<file path="src/rtl/i2cbm_pkg.sv">
// package: constants and types of the buffered i2c engine
package i2cbm_pkg;

  // ==========================================================
  // timing
  localparam int unsigned I2CBM_CLK_HZ = 50_000_000;
  localparam int unsigned I2CBM_BUS_HZ = 100_000;
  // quarter bit period, rounded down, at least one cycle
  localparam int unsigned I2CBM_QTR_RAW = I2CBM_CLK_HZ / (4 * I2CBM_BUS_HZ);
  localparam int unsigned I2CBM_QTR_CYC =
    (I2CBM_QTR_RAW < 1) ? 1 : I2CBM_QTR_RAW;
  localparam logic [7:0] I2CBM_QTR_LAST = 8'(I2CBM_QTR_CYC - 1);

  // ==========================================================
  // fields and values
  localparam logic [3:0] I2CBM_BYTE_BITS = 4'h8;
  localparam logic [7:0] I2CBM_IDLE_BYTE = 8'hFF;
  localparam int unsigned I2CBM_MEM_DEPTH = 256;
  localparam int unsigned I2CBM_MODE_RS = 0;
  localparam int unsigned I2CBM_MODE_NS = 1;
  localparam logic [1:0] I2CBM_FULL_TRANSFER_OPTION = 2'h0;
  localparam logic [2:0] I2CBM_SYNC_RST = 3'h7;

  // ==========================================================
  // types
  typedef enum logic [2:0] {
    SL_IDLE = 3'b000, SL_ADDR = 3'b001, SL_RX = 3'b010,
    SL_ACK = 3'b011, SL_TX = 3'b100, SL_MACK = 3'b101
  } i2cbm_sl_e;

  typedef enum logic [2:0] {
    M_IDLE = 3'b000, M_START = 3'b001, M_BIT = 3'b010,
    M_STOP = 3'b011, M_HALT = 3'b100
  } i2cbm_m_e;

  typedef struct packed {
    logic [7:0] base;
    logic [7:0] len;
  } i2cbm_buf_s;

  typedef struct packed {
    logic rd_done;
    logic rd_active;
    logic rd_overrun;
    logic wr_done;
    logic wr_active;
    logic wr_overrun;
  } i2cbm_sstat_s;

  typedef struct packed {
    logic rd_done;
    logic wr_done;
    logic active;
    logic paused;
    logic short_err;
    logic addr_err;
    logic arb_err;
    logic any_err;
  } i2cbm_mstat_s;

  typedef struct packed {
    logic rd_done;
    logic wr_done;
    logic short_err;
    logic addr_err;
    logic arb_err;
    logic abort;
  } i2cbm_mflag_s;

  typedef struct packed {
    logic [6:0] addr;
    logic rd;
    i2cbm_buf_s bufr;
    logic [1:0] mode;
  } i2cbm_mcmd_s;

  typedef struct packed {
    logic [2:0] scl;
    logic [2:0] sda;
  } i2cbm_syn_s;

  typedef struct packed {
    i2cbm_sl_e st;
    logic [3:0] cnt;
    logic [7:0] sh;
    logic low;
    logic ack;
    logic dir;
    logic [7:0] rd_pos;
    logic [7:0] wr_pos;
    logic rd_cfg;
    logic wr_cfg;
    i2cbm_buf_s rd_buf;
    i2cbm_buf_s wr_buf;
    i2cbm_sstat_s ss;
  } i2cbm_slv_s;

  typedef struct packed {
    i2cbm_m_e st;
    logic [1:0] q;
    logic [7:0] div;
    logic [3:0] cnt;
    logic [7:0] sh;
    logic sdl;
    logic scl;
    logic isa;
    logic ack;
    logic [7:0] pos;
    i2cbm_mcmd_s cmd;
    i2cbm_mflag_s mf;
  } i2cbm_mst_s;

  localparam i2cbm_syn_s I2CBM_SYN_RST = {I2CBM_SYNC_RST, I2CBM_SYNC_RST};
  localparam i2cbm_slv_s I2CBM_SLV_RST = '0;
  localparam i2cbm_mst_s I2CBM_MST_RST = '0;
  localparam i2cbm_mflag_s I2CBM_MFLAG_RST = '0;

endpackage : i2cbm_pkg

</file>
<file path="src/rtl/i2cbm_engine.sv">
// buffered i2c master and slave engine with shared byte memory
`timescale 1ns/100ps
// How it works
// - master nak after read byte sets read-done
// - read-active on read address, drops at done
// - reading past buffer end sets read-overrun
// - stop ending our write sets write-done
// - write-active on write address, drops at done
// - byte past write buffer: nak, write-overrun
// - read status clear touches only read flags
// - write status clear touches only write flags
// - own 7-bit address matched without r/w bit
// - read setup loads base, length, zero count
// - write setup loads base, length, zero count
// - read count saturates at read length
// - write count saturates at write length
// - read buffer clear restarts at first entry
// - write buffer clear restarts at first entry
// - master flags independent, read with errors
// - master done flags set even after short, address or arbitration errors
// - paused transfer holds bus awaiting restart
// - early slave nak on write: short error
// - address nak sets address error
// - arbitration error; any-error ors all errors
// - master clear returns then clears all flags
// - master write sends whole buffer bytewise
// - repeated start and no-stop options
// - unconfigured: read gives ff, write naks
module i2cbm_engine (
  // clock, reset, enable
  input wire logic clk,
  input wire logic rst_n,
  input wire logic ce,
  // i2c pins, open drain
  input wire logic scl_i,
  output logic scl_o,
  output logic scl_oe,
  input wire logic sda_i,
  output logic sda_o,
  output logic sda_oe,
  // slave control and status
  input wire logic [6:0] own_addr,
  input wire logic sl_rd_setup,
  input wire logic sl_wr_setup,
  input wire i2cbm_pkg::i2cbm_buf_s sl_buf_cfg,
  input wire logic sl_rd_clear,
  input wire logic sl_wr_clear,
  input wire logic sl_rd_stat_clear,
  input wire logic sl_wr_stat_clear,
  output i2cbm_pkg::i2cbm_sstat_s sl_status,
  output logic [7:0] sl_rd_count,
  output logic [7:0] sl_wr_count,
  // master control and status
  input wire logic m_launch,
  input wire i2cbm_pkg::i2cbm_mcmd_s m_cmd_in,
  input wire logic m_stat_clear,
  output i2cbm_pkg::i2cbm_mstat_s m_status,
  output logic [7:0] m_count,
  // buffer memory port
  input wire logic mem_we,
  input wire logic [7:0] mem_addr,
  input wire logic [7:0] mem_wdata,
  output logic [7:0] mem_rdata,
  // interrupt
  output logic irq
);
  import i2cbm_pkg::*;

  i2cbm_syn_s syn_reg, syn_next;
  i2cbm_slv_s slv_reg, slv_next;
  i2cbm_mst_s mst_reg, mst_next;
  logic [7:0] mem [I2CBM_MEM_DEPTH];
  logic [7:0] mem_rdata_reg;
  logic scl_s, sda_s, scl_rise, scl_fall, start_det, stop_det;
  logic [7:0] rd_addr, wr_addr, m_addr, rd_byte, m_byte;
  logic sl_we, m_we, m_run, m_tick, m_adv, m_txp;

  // ==========================================================
  // pin synchronisers and bus events
  always_comb begin
    syn_next.scl = {syn_reg.scl[1:0], scl_i};
    syn_next.sda = {syn_reg.sda[1:0], sda_i};
  end

  always_ff @(posedge clk) begin
    if (!rst_n) begin
      syn_reg <= I2CBM_SYN_RST;
    end else if (ce) begin
      syn_reg <= syn_next;
    end
  end

  // stage 0 feeds stage 1 only; events look at stages 1 and 2
  assign scl_s = syn_reg.scl[1];
  assign sda_s = syn_reg.sda[1];
  assign scl_rise = scl_s & ~syn_reg.scl[2];
  assign scl_fall = ~scl_s & syn_reg.scl[2];
  assign start_det = scl_s & syn_reg.scl[2] & ~sda_s & syn_reg.sda[2];
  assign stop_det = scl_s & syn_reg.scl[2] & sda_s & ~syn_reg.sda[2];

  // ==========================================================
  // slave
  assign rd_addr = 8'(slv_reg.rd_buf.base + slv_reg.rd_pos);
  assign wr_addr = 8'(slv_reg.wr_buf.base + slv_reg.wr_pos);
  assign rd_byte = (slv_reg.rd_cfg && slv_reg.rd_pos != slv_reg.rd_buf.len)
    ? mem[rd_addr] : I2CBM_IDLE_BYTE;

  always_comb begin
    logic ld;
    ld = 1'b0;
    slv_next = slv_reg;
    sl_we = 1'b0;
    // clears first so that a same-cycle bus event wins
    if (sl_rd_stat_clear) begin
      slv_next.ss.rd_done = 1'b0;
      slv_next.ss.rd_overrun = 1'b0;
    end
    if (sl_wr_stat_clear) begin
      slv_next.ss.wr_done = 1'b0;
      slv_next.ss.wr_overrun = 1'b0;
    end
    if (stop_det) begin
      if (slv_reg.ss.wr_active) begin
        slv_next.ss.wr_done = 1'b1;
        slv_next.ss.wr_active = 1'b0;
      end
      slv_next.st = SL_IDLE;
      slv_next.low = 1'b0;
    end else if (start_det) begin
      slv_next.st = SL_ADDR;
      slv_next.cnt = 4'h0;
      slv_next.low = 1'b0;
    end else begin
      case (slv_reg.st)
        SL_ADDR, SL_RX: begin
          if (scl_rise) begin
            slv_next.sh = {slv_reg.sh[6:0], sda_s};
            slv_next.cnt = 4'(slv_reg.cnt + 4'h1);
          end else if (scl_fall && slv_reg.cnt == I2CBM_BYTE_BITS) begin
            slv_next.st = SL_ACK;
            if (slv_reg.st == SL_ADDR) begin
              slv_next.ack = slv_reg.sh[7:1] == own_addr;
              slv_next.dir = slv_reg.sh[0];
              if (slv_next.ack && slv_reg.sh[0])
                slv_next.ss.rd_active = 1'b1;
              if (slv_next.ack && !slv_reg.sh[0])
                slv_next.ss.wr_active = 1'b1;
            end else begin
              slv_next.ack = slv_reg.wr_cfg &&
                slv_reg.wr_pos != slv_reg.wr_buf.len;
              if (slv_reg.wr_cfg && !slv_next.ack)
                slv_next.ss.wr_overrun = 1'b1;
              sl_we = slv_next.ack;
              if (slv_next.ack)
                slv_next.wr_pos = 8'(slv_reg.wr_pos + 8'h01);
            end
            slv_next.low = slv_next.ack;
          end
        end
        SL_ACK: begin
          if (scl_fall) begin
            slv_next.low = 1'b0;
            slv_next.cnt = 4'h0;
            if (!slv_reg.ack) slv_next.st = SL_IDLE;
            else if (slv_reg.dir) ld = 1'b1;
            else slv_next.st = SL_RX;
          end
        end
        SL_TX: begin
          if (scl_rise) begin
            slv_next.cnt = 4'(slv_reg.cnt + 4'h1);
          end else if (scl_fall) begin
            if (slv_reg.cnt == I2CBM_BYTE_BITS) begin
              slv_next.low = 1'b0;
              slv_next.st = SL_MACK;
            end else begin
              slv_next.sh = {slv_reg.sh[6:0], 1'b0};
              slv_next.low = ~slv_reg.sh[6];
            end
          end
        end
        SL_MACK: begin
          if (scl_rise && sda_s) begin
            slv_next.ss.rd_done = 1'b1;
            slv_next.ss.rd_active = 1'b0;
            slv_next.st = SL_IDLE;
          end else if (scl_fall) begin
            ld = 1'b1;
          end
        end
        default: slv_next.st = SL_IDLE;
      endcase
    end
    if (ld) begin
      slv_next.st = SL_TX;
      slv_next.cnt = 4'h0;
      slv_next.sh = rd_byte;
      slv_next.low = ~rd_byte[7];
      if (slv_reg.rd_cfg && slv_reg.rd_pos == slv_reg.rd_buf.len)
        slv_next.ss.rd_overrun = 1'b1;
      else if (slv_reg.rd_cfg)
        slv_next.rd_pos = 8'(slv_reg.rd_pos + 8'h01);
    end
    // setup may land mid-transfer; mixing old and new data is allowed
    if (sl_rd_setup) begin
      slv_next.rd_buf = sl_buf_cfg;
      slv_next.rd_cfg = 1'b1;
    end
    if (sl_wr_setup) begin
      slv_next.wr_buf = sl_buf_cfg;
      slv_next.wr_cfg = 1'b1;
    end
    if (sl_rd_setup || sl_rd_clear) slv_next.rd_pos = 8'h00;
    if (sl_wr_setup || sl_wr_clear) slv_next.wr_pos = 8'h00;
  end

  always_ff @(posedge clk) begin
    if (!rst_n) begin
      slv_reg <= I2CBM_SLV_RST;
    end else if (ce) begin
      slv_reg <= slv_next;
    end
  end

  // ==========================================================
  // master
  assign m_addr = 8'(mst_reg.cmd.bufr.base + mst_reg.pos);
  assign m_byte = mem[m_addr];
  assign m_run = mst_reg.st == M_START || mst_reg.st == M_BIT ||
    mst_reg.st == M_STOP;
  assign m_tick = mst_reg.div == I2CBM_QTR_LAST;
  // a slave stretching scl holds the high quarter
  assign m_adv = m_tick && !(mst_reg.q == 2'h2 && !scl_s);
  assign m_txp = mst_reg.isa || !mst_reg.cmd.rd;

  always_comb begin
    logic fin, bad, done;
    fin = 1'b0;
    bad = 1'b0;
    done = 1'b0;
    mst_next = mst_reg;
    m_we = 1'b0;
    mst_next.div = (m_run && !m_tick) ? 8'(mst_reg.div + 8'h01) : 8'h00;
    if (m_stat_clear) mst_next.mf = I2CBM_MFLAG_RST;
    if (m_adv) mst_next.q = 2'(mst_reg.q + 2'h1);
    case (mst_reg.st)
      M_IDLE, M_HALT: begin
        if (m_launch) begin
          if (sl_status.rd_active || sl_status.wr_active) begin
            mst_next.mf.abort = 1'b1;
          end else if (mst_reg.st == M_IDLE ||
                       m_cmd_in.mode[I2CBM_MODE_RS]) begin
            mst_next.cmd = m_cmd_in;
            mst_next.st = M_START;
            mst_next.q = 2'h0;
            mst_next.pos = 8'h00;
          end
        end
      end
      M_START: begin
        if (m_adv) begin
          case (mst_reg.q)
            2'h0: mst_next.sdl = 1'b0;
            2'h1: mst_next.scl = 1'b0;
            2'h2: mst_next.sdl = 1'b1;
            default: begin
              mst_next.scl = 1'b1;
              mst_next.st = M_BIT;
              mst_next.cnt = 4'h0;
              mst_next.isa = 1'b1;
              mst_next.sh = {mst_reg.cmd.addr, mst_reg.cmd.rd};
            end
          endcase
        end
      end
      M_BIT: begin
        if (m_adv) begin
          case (mst_reg.q)
            2'h0: begin
              if (mst_reg.cnt == I2CBM_BYTE_BITS) begin
                mst_next.sdl = mst_reg.cmd.rd && !mst_reg.isa &&
                  8'(mst_reg.pos + 8'h01) != mst_reg.cmd.bufr.len;
              end else if (m_txp && mst_reg.cnt == 4'h0 && !mst_reg.isa) begin
                mst_next.sh = m_byte;
                mst_next.sdl = ~m_byte[7];
              end else begin
                mst_next.sdl = m_txp && !mst_reg.sh[7];
              end
            end
            2'h1: mst_next.scl = 1'b0;
            2'h2: begin
              if (mst_reg.cnt == I2CBM_BYTE_BITS) begin
                mst_next.ack = ~sda_s;
              end else if (m_txp && !mst_reg.sdl && !sda_s) begin
                mst_next.mf.arb_err = 1'b1;
                mst_next.sdl = 1'b0;
                mst_next.scl = 1'b0;
                mst_next.st = M_IDLE;
                done = 1'b1;
              end else begin
                mst_next.sh = {mst_reg.sh[6:0], sda_s};
              end
            end
            default: begin
              mst_next.scl = 1'b1;
              mst_next.cnt = 4'(mst_reg.cnt + 4'h1);
              if (mst_reg.cnt == I2CBM_BYTE_BITS) begin
                mst_next.cnt = 4'h0;
                mst_next.isa = 1'b0;
                if (mst_reg.isa) begin
                  if (!mst_reg.ack) begin
                    mst_next.mf.addr_err = 1'b1;
                    bad = 1'b1;
                  end
                  fin = !mst_reg.ack || mst_reg.cmd.bufr.len == 8'h00;
                end else begin
                  m_we = mst_reg.cmd.rd;
                  mst_next.pos = 8'(mst_reg.pos + 8'h01);
                  if (8'(mst_reg.pos + 8'h01) == mst_reg.cmd.bufr.len) begin
                    fin = 1'b1;
                  end else if (!mst_reg.cmd.rd && !mst_reg.ack) begin
                    mst_next.mf.short_err = 1'b1;
                    fin = 1'b1;
                    bad = 1'b1;
                  end
                end
              end
            end
          endcase
        end
      end
      M_STOP: begin
        if (m_adv) begin
          case (mst_reg.q)
            2'h0: mst_next.sdl = 1'b1;
            2'h1: mst_next.scl = 1'b0;
            2'h2: mst_next.sdl = 1'b0;
            default: mst_next.st = M_IDLE;
          endcase
        end
      end
      default: mst_next.st = M_IDLE;
    endcase
    if (fin) begin
      done = 1'b1;
      // halt keeps scl low so no other master can take the bus
      mst_next.st = (mst_reg.cmd.mode[I2CBM_MODE_NS] && !bad)
        ? M_HALT : M_STOP;
    end
    if (done && mst_reg.cmd.rd) mst_next.mf.rd_done = 1'b1;
    if (done && !mst_reg.cmd.rd) mst_next.mf.wr_done = 1'b1;
  end

  always_ff @(posedge clk) begin
    if (!rst_n) begin
      mst_reg <= I2CBM_MST_RST;
    end else if (ce) begin
      mst_reg <= mst_next;
    end
  end

  // ==========================================================
  // shared memory; bus writes win over the cpu port
  always_ff @(posedge clk) begin
    if (ce) begin
      if (sl_we) mem[wr_addr] <= slv_reg.sh;
      else if (m_we) mem[m_addr] <= mst_reg.sh;
      else if (mem_we) mem[mem_addr] <= mem_wdata;
    end
  end

  always_ff @(posedge clk) begin
    if (!rst_n) begin
      mem_rdata_reg <= 8'h00;
    end else if (ce) begin
      mem_rdata_reg <= mem[mem_addr];
    end
  end

  // ==========================================================
  // outputs
  assign scl_o = 1'b0;
  assign sda_o = 1'b0;
  assign scl_oe = mst_reg.scl;
  assign sda_oe = slv_reg.low | mst_reg.sdl;
  assign sl_status = slv_reg.ss;
  assign sl_rd_count = slv_reg.rd_pos;
  assign sl_wr_count = slv_reg.wr_pos;
  assign m_count = mst_reg.pos;
  assign mem_rdata = mem_rdata_reg;
  always_comb begin
    m_status.rd_done = mst_reg.mf.rd_done;
    m_status.wr_done = mst_reg.mf.wr_done;
    m_status.active = m_run;
    m_status.paused = mst_reg.st == M_HALT;
    m_status.short_err = mst_reg.mf.short_err;
    m_status.addr_err = mst_reg.mf.addr_err;
    m_status.arb_err = mst_reg.mf.arb_err;
    m_status.any_err = mst_reg.mf.short_err | mst_reg.mf.addr_err |
      mst_reg.mf.arb_err | mst_reg.mf.abort;
  end
  assign irq = sl_status.rd_done | sl_status.rd_overrun |
    sl_status.wr_done | sl_status.wr_overrun | m_status.rd_done |
    m_status.wr_done | m_status.any_err;

endmodule : i2cbm_engine

</file>
<file path="config.mk">
export PLATFORM = sky130hd
export DESIGN_NAME = i2cbm_engine
export DESIGN_NICKNAME = d
export VERILOG_FILES = /design/src/rtl/i2cbm_pkg.sv /design/src/rtl/i2cbm_engine.sv
export SDC_FILE = /design/constraint.sdc
export NUM_CORES = 2
export LEC_CHECK = 0
export BUFFER_PORTS_ARGS = -buffer_cell sky130_fd_sc_hd__buf_4
export CORE_ASPECT_RATIO = 0.5
export CORE_MARGIN = 2
export CORE_UTILIZATION = 40
export CTS_BUF_LIST = sky130_fd_sc_hd__clkbuf_8 sky130_fd_sc_hd__clkbuf_16
export DETAILED_ROUTE_END_ITERATION = 10
export PLACE_DENSITY = 0.54
export SLEW_MARGIN = 10
export SYNTH_ARGS = -nofsm -noshare
export SYNTH_HDL_FRONTEND = slang
export SYNTH_SLANG_ARGS = --single-unit
</file>
<file path="constraint.sdc">
create_clock -name clk -period 6.8 [get_ports clk]
set_input_delay 1.36 -clock clk [delete_from_list [all_inputs] [get_ports clk]]
set_output_delay 1.36 -clock clk [all_outputs]
set_load 0.005 [all_outputs]
</file>
---- Word level (Yosys, flattened, before mapping) ----
Memory sizes are Yosys's and may differ from the RTL's. A register that Yosys moved wholly into a read port is not among the register bits.
Cells that the tools add are included.
operators by class
  bitwise logic cells ..................... 28
  divide/modulo/power cells ............... 0
  mux-type cells .......................... 197
  $lt $le $gt $ge ......................... 0
  multipliers ............................. 0
  shift-type cells ........................ 0
  eq/ne operators ......................... 81
  $add $sub $neg .......................... 10
  reductions and logical operators ........ 94
operators with widths
  cell                                                                     count
  8-bit 2-to-1 mux                                                         26
  34-bit 2-to-1 mux                                                        3
  1-bit 2-to-1 mux                                                         97
  3-bit 2-to-1 mux                                                         23
  12-bit 2-to-1 mux                                                        3
  5-bit inequality test, second input constant                             7
  3-bit inequality test, second input constant                             11
  8-bit by 1-bit adder with 8-bit output, second input constant            4
  2-bit inequality test, second input constant                             16
  8-bit case mux with 2 select lines                                       2
  10-bit AND reduction                                                     3
  2-bit 2-to-1 mux                                                         14
  7-bit AND reduction                                                      4
  2-bit nonzero test                                                       14
  9-bit AND reduction                                                      3
  8-bit adder                                                              3
  24-bit 2-to-1 mux                                                        1
  8-bit inequality test                                                    3
  12-bit case mux with 2 select lines                                      1
  3-bit case mux with 4 select lines                                       2
  1-bit logical AND                                                        22
  2-bit by 1-bit inequality test with 1-bit output, second input constant  11
  3-bit by 2-bit inequality test with 1-bit output, second input constant  7
  9-bit 2-to-1 mux                                                         2
  other kinds (47)                                                         128
storage, ports and cells
  memories kept ........................... 1
  register bits ........................... 149
  word-level logic and storage cells ...... 454
  memory bits (writable) .................. 2,048
  latch bits .............................. 0
  memory bits (read-only) ................. 0
  output and inout bits ................... 51
memory list
  memory  words  width  rd ports  clocked after Yosys merged registers in  write ports  line                source
  mem     256    8      3         1                                        1            i2cbm_engine.sv:72  logic [7:0] mem [I2CBM_MEM_DEPTH];

---- Longest topological paths before layout ----
  word-level depth ........................ 14
  mapped depth ............................ 15

---- Worst setup path after synthesis ----
Ideal clock, no wire load.
  path type ............................... input-to-reg
  start point ............................. input ce
  end point ............................... memory mem[0][0], data pin
  stages on the path ...................... 6
  setup time .............................. 0.821 ns
  slack ................................... 0.637 ns
  path buffers ............................ 3
  arrival ................................. 5.342 ns
  cell sequence ........................... clkbuf_1 > clkbuf_1 > and3_1 > clkbuf_1 > a22oi_1 > nand2_1
between the ends
  cells in the longest elaborated chain, start to end .. 5
ends and longest elaborated chain
  what                                    line                 source
  from (decl)                             i2cbm_engine.sv:33   input wire logic ce,
  1-bit 2-to-1 mux                        i2cbm_engine.sv:365  if (ce) begin
  1-bit 2-to-1 mux (implied by the code)  i2cbm_engine.sv:367  else if (m_we) mem[m_addr] <= mst_reg.sh;
  8-bit OR reduction (no source line)     -
  8-bit 2-to-1 mux (no source line)       -
  8-bit 2-to-1 mux (no source line) *     -
  to (decl)                               i2cbm_engine.sv:72
Every way passes the cells marked *; elsewhere a longest branch is shown, timed or not.

---- Worst setup path after layout ----
  start point ............................. register mst_reg[68] in the netlist's numbering
  end point ............................... memory mem[186][2] (enable)
between the ends
  cells in the longest elaborated chain, start to end .. 9
ends and longest elaborated chain
  what                                                                                       line                 source
  from (decl)                                                                                i2cbm_engine.sv:71   i2cbm_mst_s mst_reg, mst_next;
  from (signal assigned)                                                                     i2cbm_engine.sv:358  mst_reg <= mst_next;
  3-bit by 2-bit equality test with 1-bit output *                                           i2cbm_engine.sv:246  case (mst_reg.st)
  1-bit 2-to-1 mux *                                                                         i2cbm_engine.sv:246
  1-bit 2-to-1 mux                                                                           i2cbm_engine.sv:367
  1-bit 2-to-1 mux                                                                           i2cbm_engine.sv:366  if (sl_we) mem[wr_addr] <= slv_reg.sh;
  1-bit 2-to-1 mux                                                                           i2cbm_engine.sv:365
  1-bit 2-to-1 mux (implied by the code)                                                     i2cbm_engine.sv:367
  8-bit OR reduction (no source line)                                                        -
  8-bit 2-to-1 mux (no source line) / 1-bit 2-to-1 mux (equally long branches) (2 in a row)  -
Marked as above.

==> impl_results.md <==
* Worst min path class: register to register
* First-pass GRT wire length at 659800 um
* Post-CTS sizing at 0
* Pwr Total at between 30 and 40 mW
* Die X at between 700 and 800 um
* Critical-path cell list: nor3b_2 > and3_1 > and3_1 > mux2i_1 > o211ai_1 > nand2b_1 > nor2_1 > nand2_1 > nor2_1
* Post-route cell area at 135300 um^2
* Hold Buf Count CTS at 0
* Leak at 41.82 nW
* Crit Reg-Reg Startpoint: mst_reg[68]
* Placed Instances at 10800
* Vias in the first global route at 76560
* Reg clk slew, reported paths at 0.06 ns
* Mapped Cells at between 6000 and 7000
* Top cells by area, synth: edfxtp_1, mux4_2, dfxtp_1
* Synth top cells by count: edfxtp_1, mux4_2, nand2_1
* Async S/R FF share, synth at 0
* Post-synth EDFFs at 2048
* Status: finished, final reports clean
* Gpl congestion at between 1 and 1.5
* Synth Register Bits at ~2200
* Reg2reg path depth at 9
* Yosys warning count at 0
* Maximum clock rate at 0.1760 GHz
* Placed cell areas at 128200 um^2
* First DRT Iteration DRCs at 13630
* Via/cell ratio at 7.051
* Post-route ant nets at 0
* Dpl hpwl at ~340000 um
* Clock root cell: clkbuf_16
* DRC at 0
* Max-slew headroom at 0.1100
* Crit path max-delay family: simple AND/OR/NAND/NOR gates
* Io pins at 130
* Clk sinks at about 2200
* Final setup fails at 0
* Post-Route WL at 489200 um
* Post-CTS Setup Inserts at 0
* CP Class: register to register
* Worst setup margin at 1.119 ns
* Minimum clock period at 5.681 ns
* RSZ-0062 raised after global routing: false
* Crit share post-route at 0.8355
* Crit path from: mst_reg[68]
* Reg2reg setup slack at 1.12 ns
* Max-slew violation count at 0
* Placeable Area at 299700 um^2
* Die footprint at around 310000 um^2
* Nature of the critical path endpoint: register
* Worst path depth at 9
* Non-filler instance count after layout at about 11000
* Syn Area/Cell at 17.64 um^2
* Worst EP required at 7.33 ns
* Initial antenna violation count at 51
* Slew @ Worst Pin at about 1.3 ns
* Avg WL per Cell at 43.53 um
* Die height at 392.3 um
* Clock skew at 0.04113 ns
* Largest area contributor in the netlist: edfxtp_1
* Final hold vios at 0
* I/O Buffers at 127
* Area share of the largest cell type after synthesis at 0.5097
* Synth Cell Area at 120600 um^2
* Vias post-DR at 79240
* Pin count of the biggest net entering global routing at 180
* Row count at 142
* Crit-path max cell delay at around 1.1 ns
* Drt first pass iters at 7
* Count leader, synth: edfxtp_1
* Crit start category: register
* GR Overflow Total at 0
* Crit-path max FO at 12
* Nets at 7109
* Worst Path Buf+Inv at 0
* Synth cell types at 89
* R2r endpoint: mem[186][2]
* Worst vdd ir at 0.2098 mV
* Slowest-stage cell, CP: nor2_1
* Post-Place Worst Slack at 1.321 ns
* Ys flop type: edfxtp_1
* P&R area growth vs syn at 12.15%
* Max_cap viols at 0
* Register area share after synthesis at 0.5356
* Global-route usage over all layers at 0.3146
* Starting density of the core at 0.4025
* CP arrival at roughly 6.2 ns
* Setup TNS at 0 ns
* Pwr Density at 231.1 nW/um^2
* CTS Buffer Depth at 4
* CTS H-tree depth at 4
* Largest register FFs at 2048
* Crit path to: mem[186][2]
* Worst-Skew Late Latency at 0.92 ns
* CTS tree: yes
* Number of buffers created by CTS at around 220
* Layout cells sized above 1 at 0.3882
metal layers:
metal	GRT usage	wire length (um)	vias up
li1	-	-	29610
met1	0.4308	186500	42400
met2	0.4445	205000	6368
met3	0.1457	78610	836
met4	0.1015	18590	20
met5	0.007675	474	-
where the power goes:
group	switching, mW	internal (mW)	leakage [nW]
registers	0.0560	14.8	20.1
logic	2.49	1.46	18.2
clock network	5.66	6.81	3.59
total	8.21	23.1	41.8
worst min-delay path by stage:
stage / from / end / slack, ns / cells past startpoint
3_3_place_gp: slv_reg[14] / slv_reg[14] / 0.45 / 2
6_report: mst_reg[29] / mst_reg[29] / 0.46 / 2
2_1_floorplan: mst_reg[0] / mst_reg[0] / 0.43 / 2
3_5_place_dp: slv_reg[18] / slv_reg[18] / 0.45 / 2
4_1_cts: slv_reg[18] / slv_reg[18] / 0.46 / 2
5_1_grt: slv_reg[18] / slv_reg[18] / 0.48 / 2
cell usage in the layout (no fill, tap or decap), types with 70 or more instances in the layout:
| cell | netlist | layout |
|---|---|---|
| nand2_1 | 603 | 591 |
| o21ai_0 | 72 | 72 |
| mux4_2 | 1826 | 1826 |
| nor2_1 | 395 | 383 |
| buf_4 | 74 | 484 |
| buf_12 | 0 | 72 |
| dfxtp_1 | 156 | 156 |
| inv_1 | 31 | 70 |
| edfxtp_1 | 2048 | 2048 |
| nand3_1 | 216 | 216 |
| clkbuf_16 | 0 | 223 |
| a21oi_1 | 120 | 120 |
final cells by class:
class | instances | area (um^2)
clock buffer | 230 | 5677
inverter | 33 | 126.4
fill | 25400 | 164400
sequential | 2204 | 64620
multi-input combinational | 3969 | 53220
tap | 4032 | 5045
antenna | 35 | 87.58
clock inverter | 172 | 1358
timing repair buffer | 563 | 5161
worst register-to-register path: stages (launching register included):
cell	delay (ns)
dfxtp_1	0.44
nor3b_2	0.50
and3_1	0.38
and3_1	0.66
mux2i_1	0.39
o211ai_1	0.36
nand2b_1	0.34
nor2_1	0.55
nand2_1	0.58
nor2_1	1.10
metrics by stage:
stage	util	hold WS, ns
detailed placement	0.4276	0.4530
global placement	0.4275	0.4509
CTS	0.4511	0.4618
global route	0.4512	0.4837
floorplan	-	0.4313
finish	0.4514	0.4622
cell families after synthesis:
family,after synthesis,synth area share
and+or+nand+nor,1429,0.05154
other,1,0.00003108
AOI/OAI and AO/OA,523,0.03015
DFF,2204,0.5356
adders and majority gates,37,0.004024
buffers and inverters,667,0.02569
xor gates and xnor gates,73,0.005424
muxes,1905,0.3475
Note: power is estimated with default switching activity, not from simulation.
